## config.mk

```make
export PLATFORM = sky130hd
export DESIGN_NAME = pvp_framer
export DESIGN_NICKNAME = d
export VERILOG_FILES = /design/src/hw/pvp_pkg.sv /design/src/hw/pvp_framer.sv
export SDC_FILE = /design/constraint.sdc
export NUM_CORES = 1
export LEC_CHECK = 0
export BUFFER_PORTS_ARGS = -buffer_cell sky130_fd_sc_hd__buf_2
export CORE_MARGIN = 5
export CORE_UTILIZATION = 56
export DETAILED_ROUTE_END_ITERATION = 8
export GPL_TIMING_DRIVEN = 0
export HOLD_SLACK_MARGIN = 0.02
export PLACE_DENSITY = 0.8
export SYNTH_ARGS = -nofsm -noshare
export SYNTH_HDL_FRONTEND = slang
export SYNTH_SLANG_ARGS = --single-unit
```

## constraint.sdc

```tcl
create_clock -name sys_clk -period 2.9 [get_ports sys_clk]
set_input_delay 0.145 -clock sys_clk [delete_from_list [all_inputs] [get_ports sys_clk]]
set_output_delay 0.145 -clock sys_clk [all_outputs]
set_load 0.01 [all_outputs]
```

## src/hw/pvp_pkg.sv

```systemverilog
// Package for the address/vector packet framer: offsets, packet codes, carrier structs.
// Assumes one 250 MHz system clock and a byte-addressed Avalon-MM register port.
package pvp_pkg;

  // Register byte offsets
  localparam logic [3:0] PVP_REG_CTRL = 4'h0;
  localparam logic [3:0] PVP_REG_STATUS = 4'h4;
  localparam logic [3:0] PVP_REG_COUNT = 4'h8;

  // Control fields and their values after reset
  localparam int PVP_CTRL_ENABLE_BIT = 0;
  localparam int PVP_CTRL_AF_END_BIT = 1;
  localparam logic PVP_CTRL_ENABLE_RST = 1'b1;

  // Packet codes
  localparam logic [7:0] PVP_ADDR_PKT_ID = 8'h01;
  localparam logic [7:0] PVP_TEMP_INDEX_BASE = 8'h80;
  localparam logic [2:0] PVP_MAX_BIT_ERRS = 3'h2;

  // Vector type codes
  localparam logic [2:0] PVP_VT_SECURE = 3'h0;
  localparam logic [2:0] PVP_VT_SHORT_INSTR = 3'h1;
  localparam logic [2:0] PVP_VT_SHORT = 3'h2;
  localparam logic [2:0] PVP_VT_NUM_STD = 3'h3;
  localparam logic [2:0] PVP_VT_NUM_SPEC = 3'h4;
  localparam logic [2:0] PVP_VT_ALPHA = 3'h5;
  localparam logic [2:0] PVP_VT_HEX = 3'h6;
  localparam logic [2:0] PVP_VT_NUM_NUMB = 3'h7;

  // Short message types
  localparam logic [1:0] PVP_ST_NUMERIC = 2'h0;
  localparam logic [1:0] PVP_ST_SOURCE = 2'h1;
  localparam logic [1:0] PVP_ST_NUMBERED = 2'h2;

  typedef enum logic [1:0] {PVP_EV_ADDR, PVP_EV_VEC, PVP_EV_MSG} pvp_kind_e;

  // One decoded event from the word decoder
  typedef struct packed {
    pvp_kind_e kind;
    logic [1:0] phase;
    logic [6:0] loc;
    logic priority_flag;
    logic long_addr_flag;
    logic tone_only_flag;
    logic temp_addr;
    logic [3:0] entry;
    logic [2:0] vtype;
    logic [2:0] bit_errs;
    logic check_fail;
    logic value_bad;
    logic [20:0] payload;
  } pvp_evt_s;

  // Temporary address assignment handed back to the decoder
  typedef struct packed {
    logic valid;
    logic [1:0] phase;
    logic [13:0] info;
  } pvp_temp_s;

endpackage

```

## src/hw/pvp_framer.sv

```systemverilog
// Address-detect, vector and message packet framer with serial shift-out.
// Assumes events from the decoder logic on sys_clk; the host link pins are asynchronous.
//
// How it works
// RL1 - Priority flag copies the priority-received indication
// RL2 - Phase field is two bits, a=0 to d=3
// RL3 - Long flag set for long address entries
// RL4 - Index 0-15 for entries, 128-143 temporaries
// RL5 - Long address: one packet, index of second word
// RL6 - Tone-only flag set, no vector packet follows
// RL7 - Seven-bit vector location; host ignores if tone-only
// RL8 - Vector packet id equals its frame word position
// RL9 - Host pairs vector to address by location, phase
// RL10 - Long: first message word right after vector
// RL11 - Hex, alpha, secure, instruction vectors start all-frame
// RL12 - Host ends all-frame mode by a control write
// RL13 - Every non-tone address packet gets a vector packet
// RL14 - Vector errors set flag and block message packets
// RL15 - Host finds message words from count and start
// RL16 - Short vector layout: type 010, data, message type
// RL17 - Short vector error: over two errors or check fail
// RL18 - Short vector on long address sends next word
// RL19 - Message type selects meaning of data bits
// RL20 - Short numeric long address: five chars follow
// RL21 - Numeric vector: check bits, count, start location
// RL22 - Short instruction vector assigns temporary addresses
// RL23 - Packets are 32 bits, most significant first
// RL24 - Address packet id 1 and byte layout
// RL25 - Unused bits driven to zero
//
// The Avalon-MM register port and the register addresses were chosen for this implementation.
`timescale 1ns/100ps
`default_nettype none

module pvp_framer
  import pvp_pkg::*;
(
  input wire logic sys_clk,
  input wire logic reset_n,
  input wire pvp_evt_s evt,
  input wire logic evt_valid,
  output logic evt_ready,
  output pvp_temp_s temp_assign,
  output logic all_frame_mode,
  input wire logic link_sclk,
  input wire logic link_sel_n,
  output logic link_sdo,
  output logic link_req,
  input wire logic [3:0] avs_address,
  input wire logic avs_read,
  input wire logic avs_write,
  input wire logic [31:0] avs_writedata,
  input wire logic [3:0] avs_byteenable,
  output logic [31:0] avs_readdata,
  output logic avs_waitrequest
);

  ////////////////////////////////////////////////////////////////////////////
  typedef enum logic {LK_IDLE, LK_SHIFT} pvp_link_e;

  typedef struct packed {
    logic sclk_m;
    logic sclk_s;
    logic sclk_d;
    logic sel_m;
    logic sel_s;
    logic sel_d;
    pvp_link_e link;
    logic [31:0] shreg;
    logic [31:0] hold;
    logic hold_v;
    logic [3:0] owed;
    logic [3:0][6:0] owed_loc;
    logic [3:0] owed_long;
    logic [3:0] msg_ok;
    logic all_frame;
    pvp_temp_s temp;
    logic enable;
    logic ack;
    logic [31:0] rdata;
    logic [15:0] sent_cnt;
    logic [15:0] drop_cnt;
  } pvp_state_s;

  localparam pvp_state_s PVP_STATE_RST = '{
    sclk_m: 1'b0, sclk_s: 1'b0, sclk_d: 1'b0,
    sel_m: 1'b1, sel_s: 1'b1, sel_d: 1'b1,
    link: LK_IDLE, shreg: 32'h0000_0000, hold: 32'h0000_0000, hold_v: 1'b0,
    owed: 4'h0, owed_loc: '0, owed_long: 4'h0, msg_ok: 4'h0,
    all_frame: 1'b0, temp: '0, enable: PVP_CTRL_ENABLE_RST,
    ack: 1'b0, rdata: 32'h0000_0000, sent_cnt: 16'h0000, drop_cnt: 16'h0000
  };

  pvp_state_s r;
  pvp_state_s next_r;

  // Unused data bits of each short message type forced to zero
  function automatic logic [13:0] pvp_short_info(input logic [13:0] info);
    logic [13:0] res;
    res = 14'h0000;
    case (info[1:0])
      PVP_ST_NUMERIC: res = info;
      PVP_ST_SOURCE: res = {9'h000, info[4:0]};
      PVP_ST_NUMBERED: res = {2'h0, info[11:0]};
      default: res = {12'h000, info[1:0]};
    endcase
    return res;
  endfunction

  ////////////////////////////////////////////////////////////////////////////
  logic bus_req;
  logic sclk_fall;
  logic sel_fall;
  logic sel_rise;
  logic accept;
  logic emit_addr;
  logic emit_vec;
  logic emit_msg;
  logic vec_err;
  logic [7:0] match_index;
  logic [1:0] ph;

  assign bus_req = avs_read | avs_write;
  assign sclk_fall = r.sclk_d & ~r.sclk_s;
  assign sel_fall = r.sel_d & ~r.sel_s;
  assign sel_rise = ~r.sel_d & r.sel_s;
  // Single packet slot: the decoder stalls until the host's select loads it into the shift register
  assign evt_ready = ~r.hold_v;
  assign accept = evt_valid & evt_ready;
  assign ph = evt.phase;

  always_comb begin
    next_r = r;
    emit_addr = 1'b0;
    emit_vec = 1'b0;
    emit_msg = 1'b0;
    next_r.temp.valid = 1'b0;
    vec_err = (evt.bit_errs > PVP_MAX_BIT_ERRS) | evt.check_fail | evt.value_bad; // RL17
    if (evt.temp_addr) begin
      match_index = PVP_TEMP_INDEX_BASE | {4'h0, evt.entry}; // RL4
    end else begin
      match_index = {4'h0, evt.entry}; // RL4
    end

    // Link pin synchronisers
    next_r.sclk_m = link_sclk;
    next_r.sclk_s = r.sclk_m;
    next_r.sclk_d = r.sclk_s;
    next_r.sel_m = link_sel_n;
    next_r.sel_s = r.sel_m;
    next_r.sel_d = r.sel_s;

    // Register port: one wait cycle; a write lands on the edge that completes it
    next_r.ack = bus_req & ~r.ack;
    if (avs_read && !r.ack) begin
      if (avs_address == PVP_REG_CTRL) begin
        next_r.rdata = {31'h0000_0000, r.enable};
      end else if (avs_address == PVP_REG_STATUS) begin
        next_r.rdata = {16'h0000, r.msg_ok, r.owed, 6'h00, r.hold_v, r.all_frame};
      end else if (avs_address == PVP_REG_COUNT) begin
        next_r.rdata = {r.drop_cnt, r.sent_cnt};
      end else begin
        next_r.rdata = 32'h0000_0000;
      end
    end else if (avs_write && r.ack && avs_address == PVP_REG_CTRL && avs_byteenable[0]) begin
      next_r.enable = avs_writedata[PVP_CTRL_ENABLE_BIT];
      if (avs_writedata[PVP_CTRL_AF_END_BIT]) begin
        next_r.all_frame = 1'b0; // RL12
      end
    end

    // Serial side: load at select, shift on each falling clock edge
    case (r.link)
      LK_IDLE: begin
        if (sel_fall) begin
          next_r.link = LK_SHIFT;
          next_r.shreg = r.hold_v ? r.hold : 32'h0000_0000;
          if (r.hold_v) begin
            next_r.hold_v = 1'b0;
            next_r.sent_cnt = r.sent_cnt + 16'h0001;
          end
        end
      end
      LK_SHIFT: begin
        if (sel_rise) begin
          next_r.link = LK_IDLE;
        end else if (sclk_fall) begin
          next_r.shreg = {r.shreg[30:0], 1'b0}; // RL23
        end
      end
      default: next_r.link = LK_IDLE;
    endcase

    // Packet formation; an event set here wins over a clear above
    if (accept) begin
      if (!r.enable) begin
        next_r.drop_cnt = r.drop_cnt + 16'h0001;
      end else begin
        case (evt.kind)
          PVP_EV_ADDR: begin
            // First word of a long pair is swallowed; the odd partner reports
            if (evt.long_addr_flag && !evt.entry[0]) begin // RL5
              next_r.drop_cnt = r.drop_cnt + 16'h0001;
            end else begin
              emit_addr = 1'b1;
              next_r.hold = {PVP_ADDR_PKT_ID, evt.priority_flag, ph, // RL1 RL2 RL24
                evt.long_addr_flag, 4'h0, match_index, // RL3 RL25
                evt.tone_only_flag, evt.loc}; // RL6 RL7
              next_r.hold_v = 1'b1;
              next_r.msg_ok[ph] = 1'b0;
              next_r.owed[ph] = ~evt.tone_only_flag; // RL6 RL13
              next_r.owed_loc[ph] = evt.loc;
              next_r.owed_long[ph] = evt.long_addr_flag;
            end
          end
          PVP_EV_VEC: begin
            // Vectors with no owed address (tone-only or stray) are dropped
            if (r.owed[ph] && r.owed_loc[ph] == evt.loc) begin // RL9 RL13
              emit_vec = 1'b1;
              next_r.owed[ph] = 1'b0;
              next_r.hold_v = 1'b1;
              if (evt.vtype == PVP_VT_SHORT) begin
                next_r.hold = {1'b0, evt.loc, vec_err, ph, 2'h0, evt.vtype, // RL8 RL16
                  2'h0, pvp_short_info(evt.payload[13:0])}; // RL19 RL25
              end else begin
                next_r.hold = {1'b0, evt.loc, vec_err, ph, 2'h0, evt.vtype, // RL8
                  2'h0, evt.payload[13:0]}; // RL21
              end
              case (evt.vtype)
                PVP_VT_SHORT: next_r.msg_ok[ph] = ~vec_err & r.owed_long[ph]; // RL18 RL20
                PVP_VT_SHORT_INSTR: next_r.msg_ok[ph] = 1'b0;
                default: next_r.msg_ok[ph] = ~vec_err; // RL14 RL10
              endcase
              if (!vec_err) begin
                if (evt.vtype == PVP_VT_SECURE || evt.vtype == PVP_VT_ALPHA ||
                    evt.vtype == PVP_VT_HEX || evt.vtype == PVP_VT_SHORT_INSTR) begin
                  next_r.all_frame = 1'b1; // RL11
                end
                if (evt.vtype == PVP_VT_SHORT_INSTR) begin
                  next_r.temp.valid = 1'b1; // RL22
                  next_r.temp.phase = ph;
                  next_r.temp.info = evt.payload[13:0];
                end
              end
            end else begin
              next_r.drop_cnt = r.drop_cnt + 16'h0001;
            end
          end
          default: begin
            // Message words pass only behind a clean vector on that phase
            if (r.msg_ok[ph]) begin // RL14
              emit_msg = 1'b1;
              next_r.hold_v = 1'b1;
              next_r.hold = {1'b0, evt.loc, vec_err, ph, evt.payload};
            end else begin
              next_r.drop_cnt = r.drop_cnt + 16'h0001;
            end
          end
        endcase
      end
    end
  end

  always_ff @(posedge sys_clk) begin
    if (!reset_n) begin
      r <= PVP_STATE_RST;
    end else begin
      r <= next_r;
    end
  end

  ////////////////////////////////////////////////////////////////////////////
  assign temp_assign = r.temp;
  assign all_frame_mode = r.all_frame;
  assign link_sdo = r.shreg[31]; // RL23
  assign link_req = r.hold_v;
  assign avs_readdata = r.rdata;
  assign avs_waitrequest = bus_req & ~r.ack;
endmodule

`default_nettype wire

```

# Yosys cells after proc, flatten, opt, wreduce, memory -nomap -nowiden

Index checks and enable logic that the tools add are counted.

Flip-flop bits (word level): 196
Latch bits: 0
Memory bits (writable): 0
ROM bits: 0
Input bits: 95
Output and inout bits: 54
Word-level logic and storage cells: 157
Memories: 0

$add $sub $neg: 2
Multipliers: 0
Div/mod/pow operators: 0
Order comparisons: 3
Equal/unequal tests: 18
Shifts and indexed selects: 0
Mux-type cells: 54
Bitwise logic cells: 27
Reductions and logical operators: 27

Operator list:

| cell                  | count |
|---|---|
| $mux 32               | 7 |
| $pmux 33 s2           | 2 |
| $mux 59               | 2 |
| $mux 73               | 1 |
| $mux 33               | 2 |
| $mux 16               | 4 |
| $pmux 14 s3           | 1 |
| $mux 37               | 1 |
| $mux 18               | 2 |
| $add 16x1->16 const B | 2 |
| $pmux 16 s2           | 1 |
| $bwmux 28             | 1 |
| $pmux 4 s2            | 3 |
| $mux 22               | 1 |
| $mux 17               | 1 |
| $bwmux 4              | 4 |
| $not 1->1             | 15 |
| $bmux 7 s2            | 1 |
| $demux 7 s2           | 1 |
| $mux 14               | 1 |
| $mux 7                | 2 |
| $mux 1                | 11 |
| $reduce_and 5->1      | 2 |
| $and 4x4->4           | 2 |
| 34 further kinds      | 61 |

# Longest topological paths before layout

Gate-level depths: netlist (run 1).

Depth after elaboration: 11
Gate-level depth with buffers: 11
Gate-level depth less buffers: 7

# Worst setup path before layout (run 1)

No wires, ideal clock.

Path kind: register to register
Start point: register r[105] (netlist bit)
End point: register r[131] (netlist bit)
Data arrival time: 2347 ps
Data required time: 2780 ps
Slack: 433 ps
Stages on the path, launching flop included: 9
Buffers on the path: 1
Clock period less this slack: 2467 ps
Path through: dfxtp_1 > mux4_1 > xnor2_1 > nand4_4 > o41ai_4 > o21ai_4 > buf_6 > a221oi_2 > nor2_1

Cells in the longest elaborated chain, start to end: 6

Ends and longest elaborated chain:

| what                              | RTL line          | RTL |
|---|---|---|
| start: declaration                | pvp_framer.sv:94  | `pvp_state_s r;` |
| start signal: assignment          | pvp_framer.sv:268 | `r <= next_r;` |
| $bmux 7 s2                        | pvp_framer.sv:218 | `if (r.owed[ph] && r.owed_loc[ph] == evt.loc) begin` |
| $mux 7 (not written as such)      | pvp_framer.sv:218 |  |
| $eq 7x7->1                        | pvp_framer.sv:218 |  |
| $logic_and 1x1->1                 | pvp_framer.sv:218 |  |
| $ne 2x2->1 (no source line)       | n/a               |  |
| $reduce_and 5->1 (no source line) | n/a               |  |

Every way passes these cells. The select of a mux whose other input is x is not followed.
A chain may end at the register's enable or synchronous reset.

# Final worst setup path (run 1)

Start point: register r[105] (netlist bit)
End point: register r (netlist bit temp_assign[9])

Cells in the longest elaborated chain, start to end: 5

Ends and longest elaborated chain:

| what                              | RTL line |
|---|---|
| $bmux 7 s2                        | pvp_framer.sv:218 |
| $mux 7 (not written as such)      | pvp_framer.sv:218 |
| $eq 7x7->1                        | pvp_framer.sv:218 |
| $logic_and 1x1->1                 | pvp_framer.sv:218 |
| $reduce_and 6->1 (no source line) | n/a |

Every way passes these cells. The select of a mux whose other input is x is not followed.

==> results of run 1 <==
[timing repair]
action	4_1_cts	5_1_grt
resized for setup	0	1
setup endpoints to repair	0	17
hold endpoints to repair	28	0
hold buffers	24	0
setup buffers	0	2
[cells in the mapped netlist, types with 2 or more instances]
library cell,count,share of area
a211oi_1,2,0.0017
a21o_1,2,0.0017
a21oi_1,51,0.029
a221oi_1,47,0.047
a221oi_2,5,0.0086
a22o_1,2,0.0020
a31o_1,3,0.0030
a31oi_1,3,0.0022
a32oi_1,2,0.0020
and2_1,10,0.0072
and3_1,8,0.0057
and4_1,4,0.0040
buf_1,4,0.0017
buf_2,4,0.0023
buf_4,51,0.044
buf_6,3,0.0039
clkbuf_1,64,0.028
dfxtp_1,195,0.45
ha_1,2,0.0029
inv_1,7,0.0030
mux2i_1,50,0.057
mux4_2,9,0.023
nand2_1,93,0.040
nand2b_1,18,0.013
nand3_1,58,0.033
nand3_2,2,0.0023
nand4_1,9,0.0065
nor2_1,117,0.050
nor2b_1,6,0.0043
nor3_1,48,0.028
nor3_2,2,0.0023
nor3b_1,4,0.0034
nor4_1,6,0.0043
o21ai_0,33,0.019
o31ai_1,2,0.0017
o41a_1,2,0.0026
or3_1,7,0.0050
or3b_1,2,0.0020
or4_1,3,0.0026
xnor2_1,8,0.0080
xnor2_2,3,0.0056
xor2_1,11,0.011
[power by group through the flow]
stage                     Combinational (mW)  Clock [mW]  Sequential [mW]
after floorplan                        0.294           0             2.82
after global placement                 0.445           0             2.83
after detailed placement               0.453           0             2.83
after CTS                              0.480        2.38             2.77
after global routing                   0.531        2.48             2.78
final                                  0.486        2.36             2.77
[state kept, by name (all words and copies together), names as in the netlist]
signal          flops
r                 139
avs_readdata       32
temp_assign        17
next_r              4
all_frame_mode      1
link_req            1
link_sdo            1
[cell families (layout without fill, tap and decap cells)]
| kind of cell | after synthesis | count (layout) | share of synthesized area |
|---|---|---|---|
| fa+ha+maj | 2 | 2 | 0.00287 |
| simple gates | 402 | 402 | 0.222 |
| xor+xnor | 22 | 22 | 0.0247 |
| mux | 60 | 60 | 0.0837 |
| flops | 195 | 195 | 0.448 |
| buf+inv | 134 | 299 | 0.0829 |
| compound gates | 165 | 165 | 0.136 |
[final timing paths]
check | startpoint | endpoint | depth (start not counted)
max | r[105]$_SDFFE_PN0P_ | temp_assign[9]$_SDFFE_PN0P_ | 8
min | evt[15] | r[140]$_SDFFE_PN0P_ | 3
min reg2reg | next_r[191]$_SDFF_PN1_ | next_r[190]$_SDFF_PN1_ | 1
max reg2reg | r[105]$_SDFFE_PN0P_ | temp_assign[9]$_SDFFE_PN0P_ | 8
[stage by stage]
| step | std cells | instance area (um2) |
|---|---|---|
| final | 1356 | 10400 |
| after global routing | 1356 | 10400 |
| after CTS | 1354 | 10300 |
| after detailed placement | 1298 | 9510 |
| after global placement | 1297 | 9510 |
| after floorplan | 980 | 8710 |
[per-layer routing]
metal / track usage / share of wire
met1: 0.334 / 0.43
met4: 0.105 / 0.026
met3: 0.0712 / 0.087
met5: 0 / 0
met2: 0.426 / 0.46
[critical path, stage by stage, from the launching register on]
cell	delay (ns)
dfxtp_1	0.31
mux4_1	0.51
xnor2_1	0.26
nand4_4	0.22
nor4_1	0.34
and4_1	0.27
clkbuf_1	0.24
clkbuf_1	0.36
o21ai_0	0.17
[area by class of cell]
type                    count  area, um2
plain buffers             126        692
inverters                   8       30.0
repair buffers            133        791
multi-input cells         651       4100
clock buffers              22        464
well taps                 211        264
fillers                  1233       4890
clock inverters            10        126
flip-flops and latches    195       3900
==> results.tsv, run 1 <==
stage	metric	value	unit
critical_path	critPathLaunchType	flop	
power_and_ir_drop	intPower	4.24	mW
critical_path	worst-path-max-fanout	10	
grt	grt_max_degree	17	
timing	fin_skew	0.0131	ns
hold_path	min_path_type	primary input to flop	
power_and_ir_drop	switching_share	0.245	
grt	antenna_found_initial	0	
timing	setup_ws	0.0880	ns
power_and_ir_drop	p_clk_frac	0.420	
yosys	yosysUniqueCellTypes	60	
yosys	ys_warn_count	0	
grt	grt_remaining_overflow	0	
place	gp_congestion	0.905	
clocking	htree_levels	4	
floorplan	core-area	15300	um2
clocking	clk_latency	0.44	ns
finish	layout.nets	1229	
yosys	synth_area	8710	um2
yosys	synth_edf_count	0	
timing	clock.fmax	0.356	GHz
yosys	syn_nets	1077	
yosys	synth-async-reset-ratio	0	
place	post-place-ws	-0.239	ns
floorplan	die_area	18100	um2
timing	tightest_slew	1.04	ns
power_and_ir_drop	fin_total_pwr	5.62	mW
power_and_ir_drop	comb_power_share	0.086	
finish	final_common_cell	dfxtp_1	
power_and_ir_drop	ir_worst_vdd	0.000435	V
timing	final_max_slew_viol_count	0	
status	status	finished, final reports clean	
place	port-buffer-count	106	
clocking	cts_buffer_depth	2	
detailed_routing	wl	23.6	mm
power_and_ir_drop	p_seq_frac	0.493	
critical_path	crit_type	flop to flop	
detailed_routing	dr.first_iter.drc_count	629	
timing	max-slew-margin-rel	0.305	
timing	fin_hold_ws	0.0299	ns
power_and_ir_drop	pwr_density_cell	542	nW/um2
detailed_routing	ant_nets	0	
floorplan	fp.dieH	135	um
floorplan	io_pins	149	
clocking	cts_sinks	195	
detailed_routing	wire_per_inst	17.4	um
timing	period_share	0.970	
timing	min_period	2.81	ns
floorplan	initial_utilization	0.571	
clocking	clkTransAtPathRegs	0.07	ns
timing	rsz0062_at_grt	false	
timing	finalSetupTns	0	ns
place	dp_hpwl	16.9	mm
clocking	cts_buffers	17	
grt	grt_pass1_wl	38.3	mm
detailed_routing	vias	7854	
yosys	syn_area_per_cell	8.89	um2
critical_path	required	3.21	ns
yosys	synth_seq_area_share	0.448	
detailed_routing	route.detailed.drc	0	
floorplan	die_w	135	um
yosys	synthFlopType	dfxtp_1	
finish	syn_to_final_growth	19.0	%
timing	setup_viol	0	
grt	grtUsageTotal	0.263	
job	cap_violations	0	
yosys	synth_seq_cells	195	
clocking	cts_root_buf	clkbuf_16	
grt	grt_pass1_vias	7495	
critical_path	critPathCaptureType	flop	
finish	drive_gt1_frac	0.197	
yosys	synthCells	980	
clocking	cts_tree	yes	
detailed_routing	via_per_inst	5.79	
floorplan	std_cell_rows	45	
finish	fin_util	0.680	
detailed_routing	drt_first_pass_iters	6	
power_and_ir_drop	switchingPower	1.38	mW
finish	layout_common_cells	dfxtp_1 (195), nor2_1 (117), buf_2 (111)	
critical_path	cp.arrival	3.12	ns
critical_path	r2r_slack	0.09	ns
finish	diodes	0	
power_and_ir_drop	p_leak	4.10	nW
timing	hold_viol	0	
(Power assumes the default switching activity.)
==> run 2: changes to the inputs <==
GPL_TIMING_DRIVEN = not set   (was 0)
==> results.tsv, run 2 (same netlist as run 1, synthesis figures left out) <==
stage	metric	value	unit	change
detailed_routing	wl	20.9	mm	was 23.6 mm
timing	fin_hold_ws	0.0258	ns	was 0.0299 ns
timing	hold_viol	0		unchanged
detailed_routing	ant_nets	0		unchanged
critical_path	critPathLaunchType	flop		unchanged
finish	top_register	r		unchanged
critical_path	cp_common_cell	buf_4		was clkbuf_1
detailed_routing	route.detailed.drc	0		unchanged
finish	fillers	1218		was 1233
grt	grtUsageTotal	0.234		was 0.263
critical_path	cp_slowest_cell	mux4_1		unchanged
critical_path	crit_type	flop to flop		unchanged
finish	largest_reg_flops	139		unchanged
clocking	cts_tree	yes		unchanged
clocking	cts_buffers	17		unchanged
finish	final_common_cell	dfxtp_1		unchanged
critical_path	r2r_end	r[148]$_SDFFE_PN0P_		was temp_assign[9]$_SDFFE_PN0P_
timing	setup_viol	0		unchanged
clocking	cts_root_buf	clkbuf_16		unchanged
critical_path	required	3.23	ns	was 3.21 ns
critical_path	r2r_cells	9		was 8
detailed_routing	wire_per_inst	16.5	um	was 17.4 um
clocking	clkTransAtPathRegs	0.07	ns	about the same
detailed_routing	via_per_inst	5.77		was 5.79
floorplan	std_cell_rows	45		unchanged
critical_path	r2r-start	r[105]$_SDFFE_PN0P_		unchanged
timing	period_share	0.930		was 0.970
place	gp_congestion	0.839		was 0.905
hold_path	hold_start	evt[34]		was evt[15]
hold_path	min_path_type	primary input to flop		unchanged
clocking	htree_levels	4		unchanged
critical_path	worstPathCellList	mux4_1 -> xnor2_1 -> nand4_4 -> buf_4 -> o41a_1 -> a21oi_4 -> buf_4 -> o211ai_1 -> o211a_1		was mux4_1 -> xnor2_1 -> nand4_4 -> nor4_1 -> and4_1 -> clkbuf_1 -> clkbuf_1 -> o21ai_0
place	port-buffer-count	115		was 106
power_and_ir_drop	pwr_density_cell	552	nW/um2	was 542 nW/um2
grt	grt_pass1_wl	34.5	mm	was 38.3 mm
grt	antenna_found_initial	1		was 0
detailed_routing	vias	7324		was 7854
grt	met1_usage	0.291		was 0.334
job	cap_violations	0		unchanged
timing	max-slew-margin-rel	0.208		was 0.305
floorplan	fp.dieH	135	um	unchanged
floorplan	core-area	15300	um2	unchanged
floorplan	die_area	18100	um2	unchanged
critical_path	worst-path-max-fanout	7		was 10
timing	fin_skew	0.00833	ns	was 0.0131 ns
timing	finalSetupTns	0	ns	unchanged
grt	grt_max_degree	78		was 17
finish	layout.nets	1143		was 1229
grt	grt_use_met3	0.0652		was 0.0712
timing	final_max_slew_viol_count	0		unchanged
finish	drive_gt1_frac	0.192		was 0.197
place	dp_hpwl	13.8	mm	was 16.9 mm
timing	clock.fmax	0.371	GHz	was 0.356 GHz
clocking	cts_sinks	195		unchanged
hold_path	hold_depth	3		unchanged
finish	layout_common_cells	dfxtp_1 (195), nor2_1 (117), buf_2 (115)		was dfxtp_1 (195), nor2_1 (117), buf_2 (111)
clocking	cts_buffer_depth	2		unchanged
grt	top_usage_layer	met2		unchanged
timing	rsz0062_at_grt	false		unchanged
power_and_ir_drop	ir_worst_vdd	0.000639	V	was 0.000435 V
hold_path	min_to	r[132]$_SDFFE_PN0P_		was r[140]$_SDFFE_PN0P_
floorplan	die_w	135	um	unchanged
grt	use_met2	0.393		was 0.426
clocking	clk_latency	0.44	ns	about the same
detailed_routing	drt_first_pass_iters	6		unchanged
detailed_routing	dr.first_iter.drc_count	514		was 629
floorplan	initial_utilization	0.571		unchanged
critical_path	cp_slowest_stage_delay	0.53	ns	was 0.51 ns
grt	grt_pass1_vias	6980		was 7495
timing	min_period	2.70	ns	was 2.81 ns
critical_path	r2r_slack	0.20	ns	was 0.09 ns
finish	syn_to_final_growth	14.8	%	was 19.0%
power_and_ir_drop	p_leak	3.90	nW	was 4.10 nW
clocking	cts_setup_buffers	0		unchanged
status	status	finished, final reports clean		unchanged
grt	grt_remaining_overflow	0		unchanged
critical_path	cp.arrival	3.03	ns	was 3.12 ns
finish	diodes	0		unchanged
floorplan	io_pins	149		unchanged
critical_path	critPathCaptureType	flop		unchanged
timing	tightest_slew	1.19	ns	was 1.04 ns
run 2: cell count changes in the layout (fill, tap and decap cells not counted), moves of 3 or more:
cell	change
clkinv_4	-4
buf_12	+3
clkbuf_1	-62
dlygate4sd3_1	+4
buf_6	-3
buf_4	-26
buf_2	+4
buf_1	-4
run 2: area by class of cell:
class                   instances  area [um2]  area share
multi-input cells             651        4120       0.412
flip-flops and latches        195        3900       0.390
repair buffers                173        1120       0.112
clock buffers                  23         458      0.0458
well taps                     211         264      0.0264
clock inverters                 8         104      0.0104
inverters                       8        32.5     0.00325
run 2: worst max-delay path by stage:
stage                             start                  end  slack, ns  cells past startpoint
global route        r[105]$_SDFFE_PN0P_  r[133]$_SDFFE_PN0P_       0.07                      9
finish              r[105]$_SDFFE_PN0P_  r[148]$_SDFFE_PN0P_       0.20                      9
floorplan           r[105]$_SDFFE_PN0P_  r[131]$_SDFFE_PN0P_       0.43                      8
detailed placement              evt[44]  r[148]$_SDFFE_PN0P_       0.05                     10
CTS                 r[105]$_SDFFE_PN0P_  r[148]$_SDFFE_PN0P_       0.22                      9
global placement                evt[44]   r[85]$_SDFFE_PN0P_        0.1                      9
run 2: through the flow:
step / std cells / utilization / cell area, um2 / setup WS [ns] / power (mW)
3_5_place_dp: 1210 / 0.600 / 9160 / 0.0477 / 3.26
4_1_cts: 1269 / 0.655 / 10000 / 0.218 / 5.55
6_report: 1269 / 0.655 / 10000 / 0.202 / 5.52
3_3_place_gp: 1210 / 0.600 / 9160 / 0.0986 / 3.25
2_1_floorplan: 980 / - / 8710 / 0.433 / 3.11
5_1_grt: 1269 / 0.655 / 10000 / 0.0663 / 5.72
run 2: worst max-delay path, delay by kind of cell (launching register included):
| kind | cells | cell delay (ns) |
|---|---|---|
| compound gates | 4 | 0.98 |
| mux | 1 | 0.53 |
| buf+inv | 2 | 0.36 |
| flops | 1 | 0.31 |
| xor+xnor | 1 | 0.25 |
| simple gates | 1 | 0.17 |
run 2: report_power, final:
group | total, mW | switching, mW | internal (mW) | leakage (nW)
clock | 2.28 | 0.993 | 1.29 | 0.265
combinational | 0.462 | 0.278 | 0.183 | 2.05
sequential | 2.77 | 0.0351 | 2.74 | 1.58
run 2: metal layers:
metal / vias to the layer above / share of wire
li1: 3563 / -
met5: - / 0.00062
met4: 2 / 0.018
met2: 238 / 0.48
met3: 35 / 0.074
met1: 3486 / 0.42
run 2: timing repair:
| action | CTS | global route |
|---|---|---|
| hold buffers | 28 | 0 |
| gates resized for setup | 0 | 0 |
| endpoints found under the hold margin | 36 | 0 |
==> run 3: changes to the inputs <==
ABC_AREA = 1   (was not set)
CORE_UTILIZATION = 57   (was 56)
==> results.tsv, run 3 <==
stage	metric	value	unit	change
critical_path	worst-path-max-fanout	12		was 7
finish	top_register	r		unchanged
timing	fin_skew	0.00664	ns	was 0.00833 ns
timing	setup_viol	0		unchanged
hold_path	min_path_type	primary input to flop		unchanged
timing	finalSetupTns	0	ns	unchanged
timing	hold_viol	0		unchanged
yosys	yosysUniqueCellTypes	41		was 60
yosys	synthCells	1402		was 980
yosys	yosysTopAreaCellShare	0.408		was 0.448
floorplan	io_pins	149		unchanged
yosys	yosys.area.top_type	dfxtp_1		unchanged
power_and_ir_drop	p_leak	4.41	nW	was 3.90 nW
timing	tightest_slew	1.03	ns	was 1.19 ns
critical_path	critPathBufInv	2		unchanged
floorplan	initial_utilization	0.578		was 0.571
clocking	cts_root_buf	clkbuf_16		unchanged
floorplan	std_cell_rows	47		was 45
detailed_routing	ant_nets	0		unchanged
yosys	syn_area_per_cell	6.82	um2	was 8.89 um2
floorplan	core-area	16500	um2	was 15300 um2
yosys	ys_top_cells_by_area	dfxtp_1 (41%), nand2_1 (14%), a21oi_1 (9.8%), o21ai_0 (6.0%), nand3_1 (4.6%)		was dfxtp_1 (45%), mux2i_1 (5.7%), nor2_1 (5.0%), a221oi_1 (4.7%), buf_4 (4.4%)
critical_path	setup.worst_path.start	r[95]$_SDFFE_PN0P_		was r[105]$_SDFFE_PN0P_
power_and_ir_drop	pwr_density_cell	564	nW/um2	was 552 nW/um2
timing	min_period	2.34	ns	was 2.70 ns
clocking	cts_tree	yes		unchanged
critical_path	cpLargestDelayFamily	simple AND/OR/NAND/NOR gates		was compound AO/OA/AOI/OAI gates
clocking	cts_buffers	17		unchanged
place	port-buffer-count	115		unchanged
clocking	cts_resized	0		unchanged
finish	drive_gt1_frac	0.130		was 0.192
critical_path	crit_type	flop to flop		unchanged
critical_path	critPathLaunchType	flop		unchanged
critical_path	critPathCaptureType	flop		unchanged
detailed_routing	wire_per_inst	15.0	um	was 16.5 um
finish	diodes	0		unchanged
detailed_routing	drt_first_pass_iters	6		unchanged
timing	clock.fmax	0.428	GHz	was 0.371 GHz
power_and_ir_drop	fin_total_pwr	5.95	mW	was 5.52 mW
finish	largest_reg_flops	139		unchanged
grt	grt_pass1_wl	41.8	mm	was 34.5 mm
critical_path	cp_slowest_cell	nand3_1		was mux4_1
clocking	clk_latency	0.44	ns	about the same
timing	rsz0062_at_grt	false		unchanged
timing	period_share	0.806		was 0.930
yosys	ys_warn_count	0		unchanged
timing	final_max_slew_viol_count	0		unchanged
timing	max-slew-margin-rel	0.317		was 0.208
critical_path	worstPathCellList	inv_1 -> o21ai_0 -> nand2_1 -> nand3_1 -> nand3_1 -> nor2_1 -> nand3_1 -> buf_4 -> o21ai_0 -> nor2_1 -> nor2_1		was mux4_1 -> xnor2_1 -> nand4_4 -> buf_4 -> o41a_1 -> a21oi_4 -> buf_4 -> o211ai_1 -> o211a_1
power_and_ir_drop	ir_worst_vdd	0.000424	V	was 0.000639 V
yosys	synth_seq_cells	195		unchanged
grt	grt_max_degree	117		was 78
critical_path	r2r-start	r[95]$_SDFFE_PN0P_		was r[105]$_SDFFE_PN0P_
clocking	htree_levels	4		unchanged
finish	layout.nets	1537		was 1143
finish	syn_to_final_growth	10.5	%	was 14.8%
critical_path	cp_slowest_stage_delay	0.39	ns	was 0.53 ns
detailed_routing	dr.first_iter.drc_count	1040		was 514
critical_path	required	3.27	ns	was 3.23 ns
status	status	finished, final reports clean		unchanged
detailed_routing	route.detailed.drc	0		unchanged
finish	final_common_cell	nand2_1		was dfxtp_1
job	cap_violations	0		unchanged
yosys	synthFlopType	dfxtp_1		unchanged
floorplan	die_area	19500	um2	was 18100 um2
clocking	clkTransAtPathRegs	0.07	ns	about the same
detailed_routing	wl	25.0	mm	was 20.9 mm
finish	layout_common_cells	nand2_1 (345), dfxtp_1 (195), a21oi_1 (187)		was dfxtp_1 (195), nor2_1 (117), buf_2 (115)
floorplan	fp.dieH	139	um	was 135 um
place	gp_congestion	0.974		was 0.839
critical_path	cp.arrival	2.71	ns	was 3.03 ns
yosys	synth.most_common_cell	nand2_1		was dfxtp_1
detailed_routing	vias	9237		was 7324
grt	antenna_found_initial	0		was 1
grt	grt_pass1_vias	8408		was 6980
grt	grt_remaining_overflow	0		unchanged
floorplan	die_w	139	um	was 135 um
finish	fin_util	0.639		was 0.655
yosys	synth_area	9560	um2	was 8710 um2
finish	design_area	10600	um2	was 10000 um2
place	postPlaceCellArea	9820	um2	was 9160 um2
detailed_routing	via_per_inst	5.52		was 5.77
timing	setup_ws	0.563	ns	was 0.202 ns
yosys	synth_edf_count	0		unchanged
place	post-place-ws	0.246	ns	was 0.0477 ns
place	dp_hpwl	16.9	mm	was 13.8 mm
clocking	cts_buffer_depth	2		unchanged
grt	grtUsageTotal	0.256		was 0.234
clocking	cts_sinks	195		unchanged
yosys	synth-async-reset-ratio	0		unchanged
hold_path	hold_start	evt[10]		was evt[34]
yosys	ys_top_cells_by_count	nand2_1 (345), dfxtp_1 (195), a21oi_1 (187)		was dfxtp_1 (195), nor2_1 (117), nand2_1 (93)
yosys	synth_seq_area_share	0.408		was 0.448
yosys	syn_nets	1499		was 1077
[run 3: tightest hold or removal path: cells and delay by family]
family	cells	cell delay [ns]
compound gates	2	0.18
buf+inv	1	0.10
[run 3: cells by family (layout without fill, tap and decap cells)]
logic type,count (synthesis),in the layout,synth area share
compound gates,344,344,0.187
buf+inv,248,299,0.125
flops,195,195,0.408
fa+ha+maj,2,2,0.00262
simple gates,598,598,0.264
xor+xnor,15,15,0.0137
[run 3: routing by layer]
layer	share of wire	track usage	wire length [um]	vias to the layer above
met2	0.46	0.415	11600	330
met4	0.014	0.0639	362	0
met3	0.070	0.0480	1750	31
met5	0	0	0	-
met1	0.45	0.355	11300	4252
li1	-	-	-	4624
[run 3: cell type report]
class,instances,area [um2]
flip-flops and latches,195,3900
multi-input cells,959,4470
inverters,123,467
clock inverters,13,169
well taps,220,275
clock buffers,19,453
fillers,1495,5960
repair buffers,144,823
[run 3: power breakdown]
group	leakage [nW]	switching [mW]	internal (mW)
Sequential	1.59	0.0560	2.79
Clock	0.299	1.07	1.42
Combinational	2.53	0.421	0.201
Total	4.41	1.55	4.40
[run 3: final timing paths]
kind / to / slack, ns / depth (start not counted)
worst max-delay path: r[142]$_SDFFE_PN0P_ / 0.56 / 11
worst min-delay path: temp_assign[10]$_SDFFE_PN0P_ / 0.04 / 3
worst max register to register: r[142]$_SDFFE_PN0P_ / 0.56 / 11
worst min register to register: next_r[190]$_SDFF_PN1_ / 0.42 / 1
[run 3: timing repair]
action,4_1_cts,5_1_grt
hold endpoints to repair,12,0
hold buffers,12,0
buffers inserted,0,0
endpoints found under the setup margin,0,0
[run 3: stage by stage]
stage	std cells	hold WS, ns
6_report	1673	0.0365
5_1_grt	1673	0.0434
4_1_cts	1673	0.0218
3_5_place_dp	1629	0.342
3_3_place_gp	1629	0.343
2_1_floorplan	1402	0.243
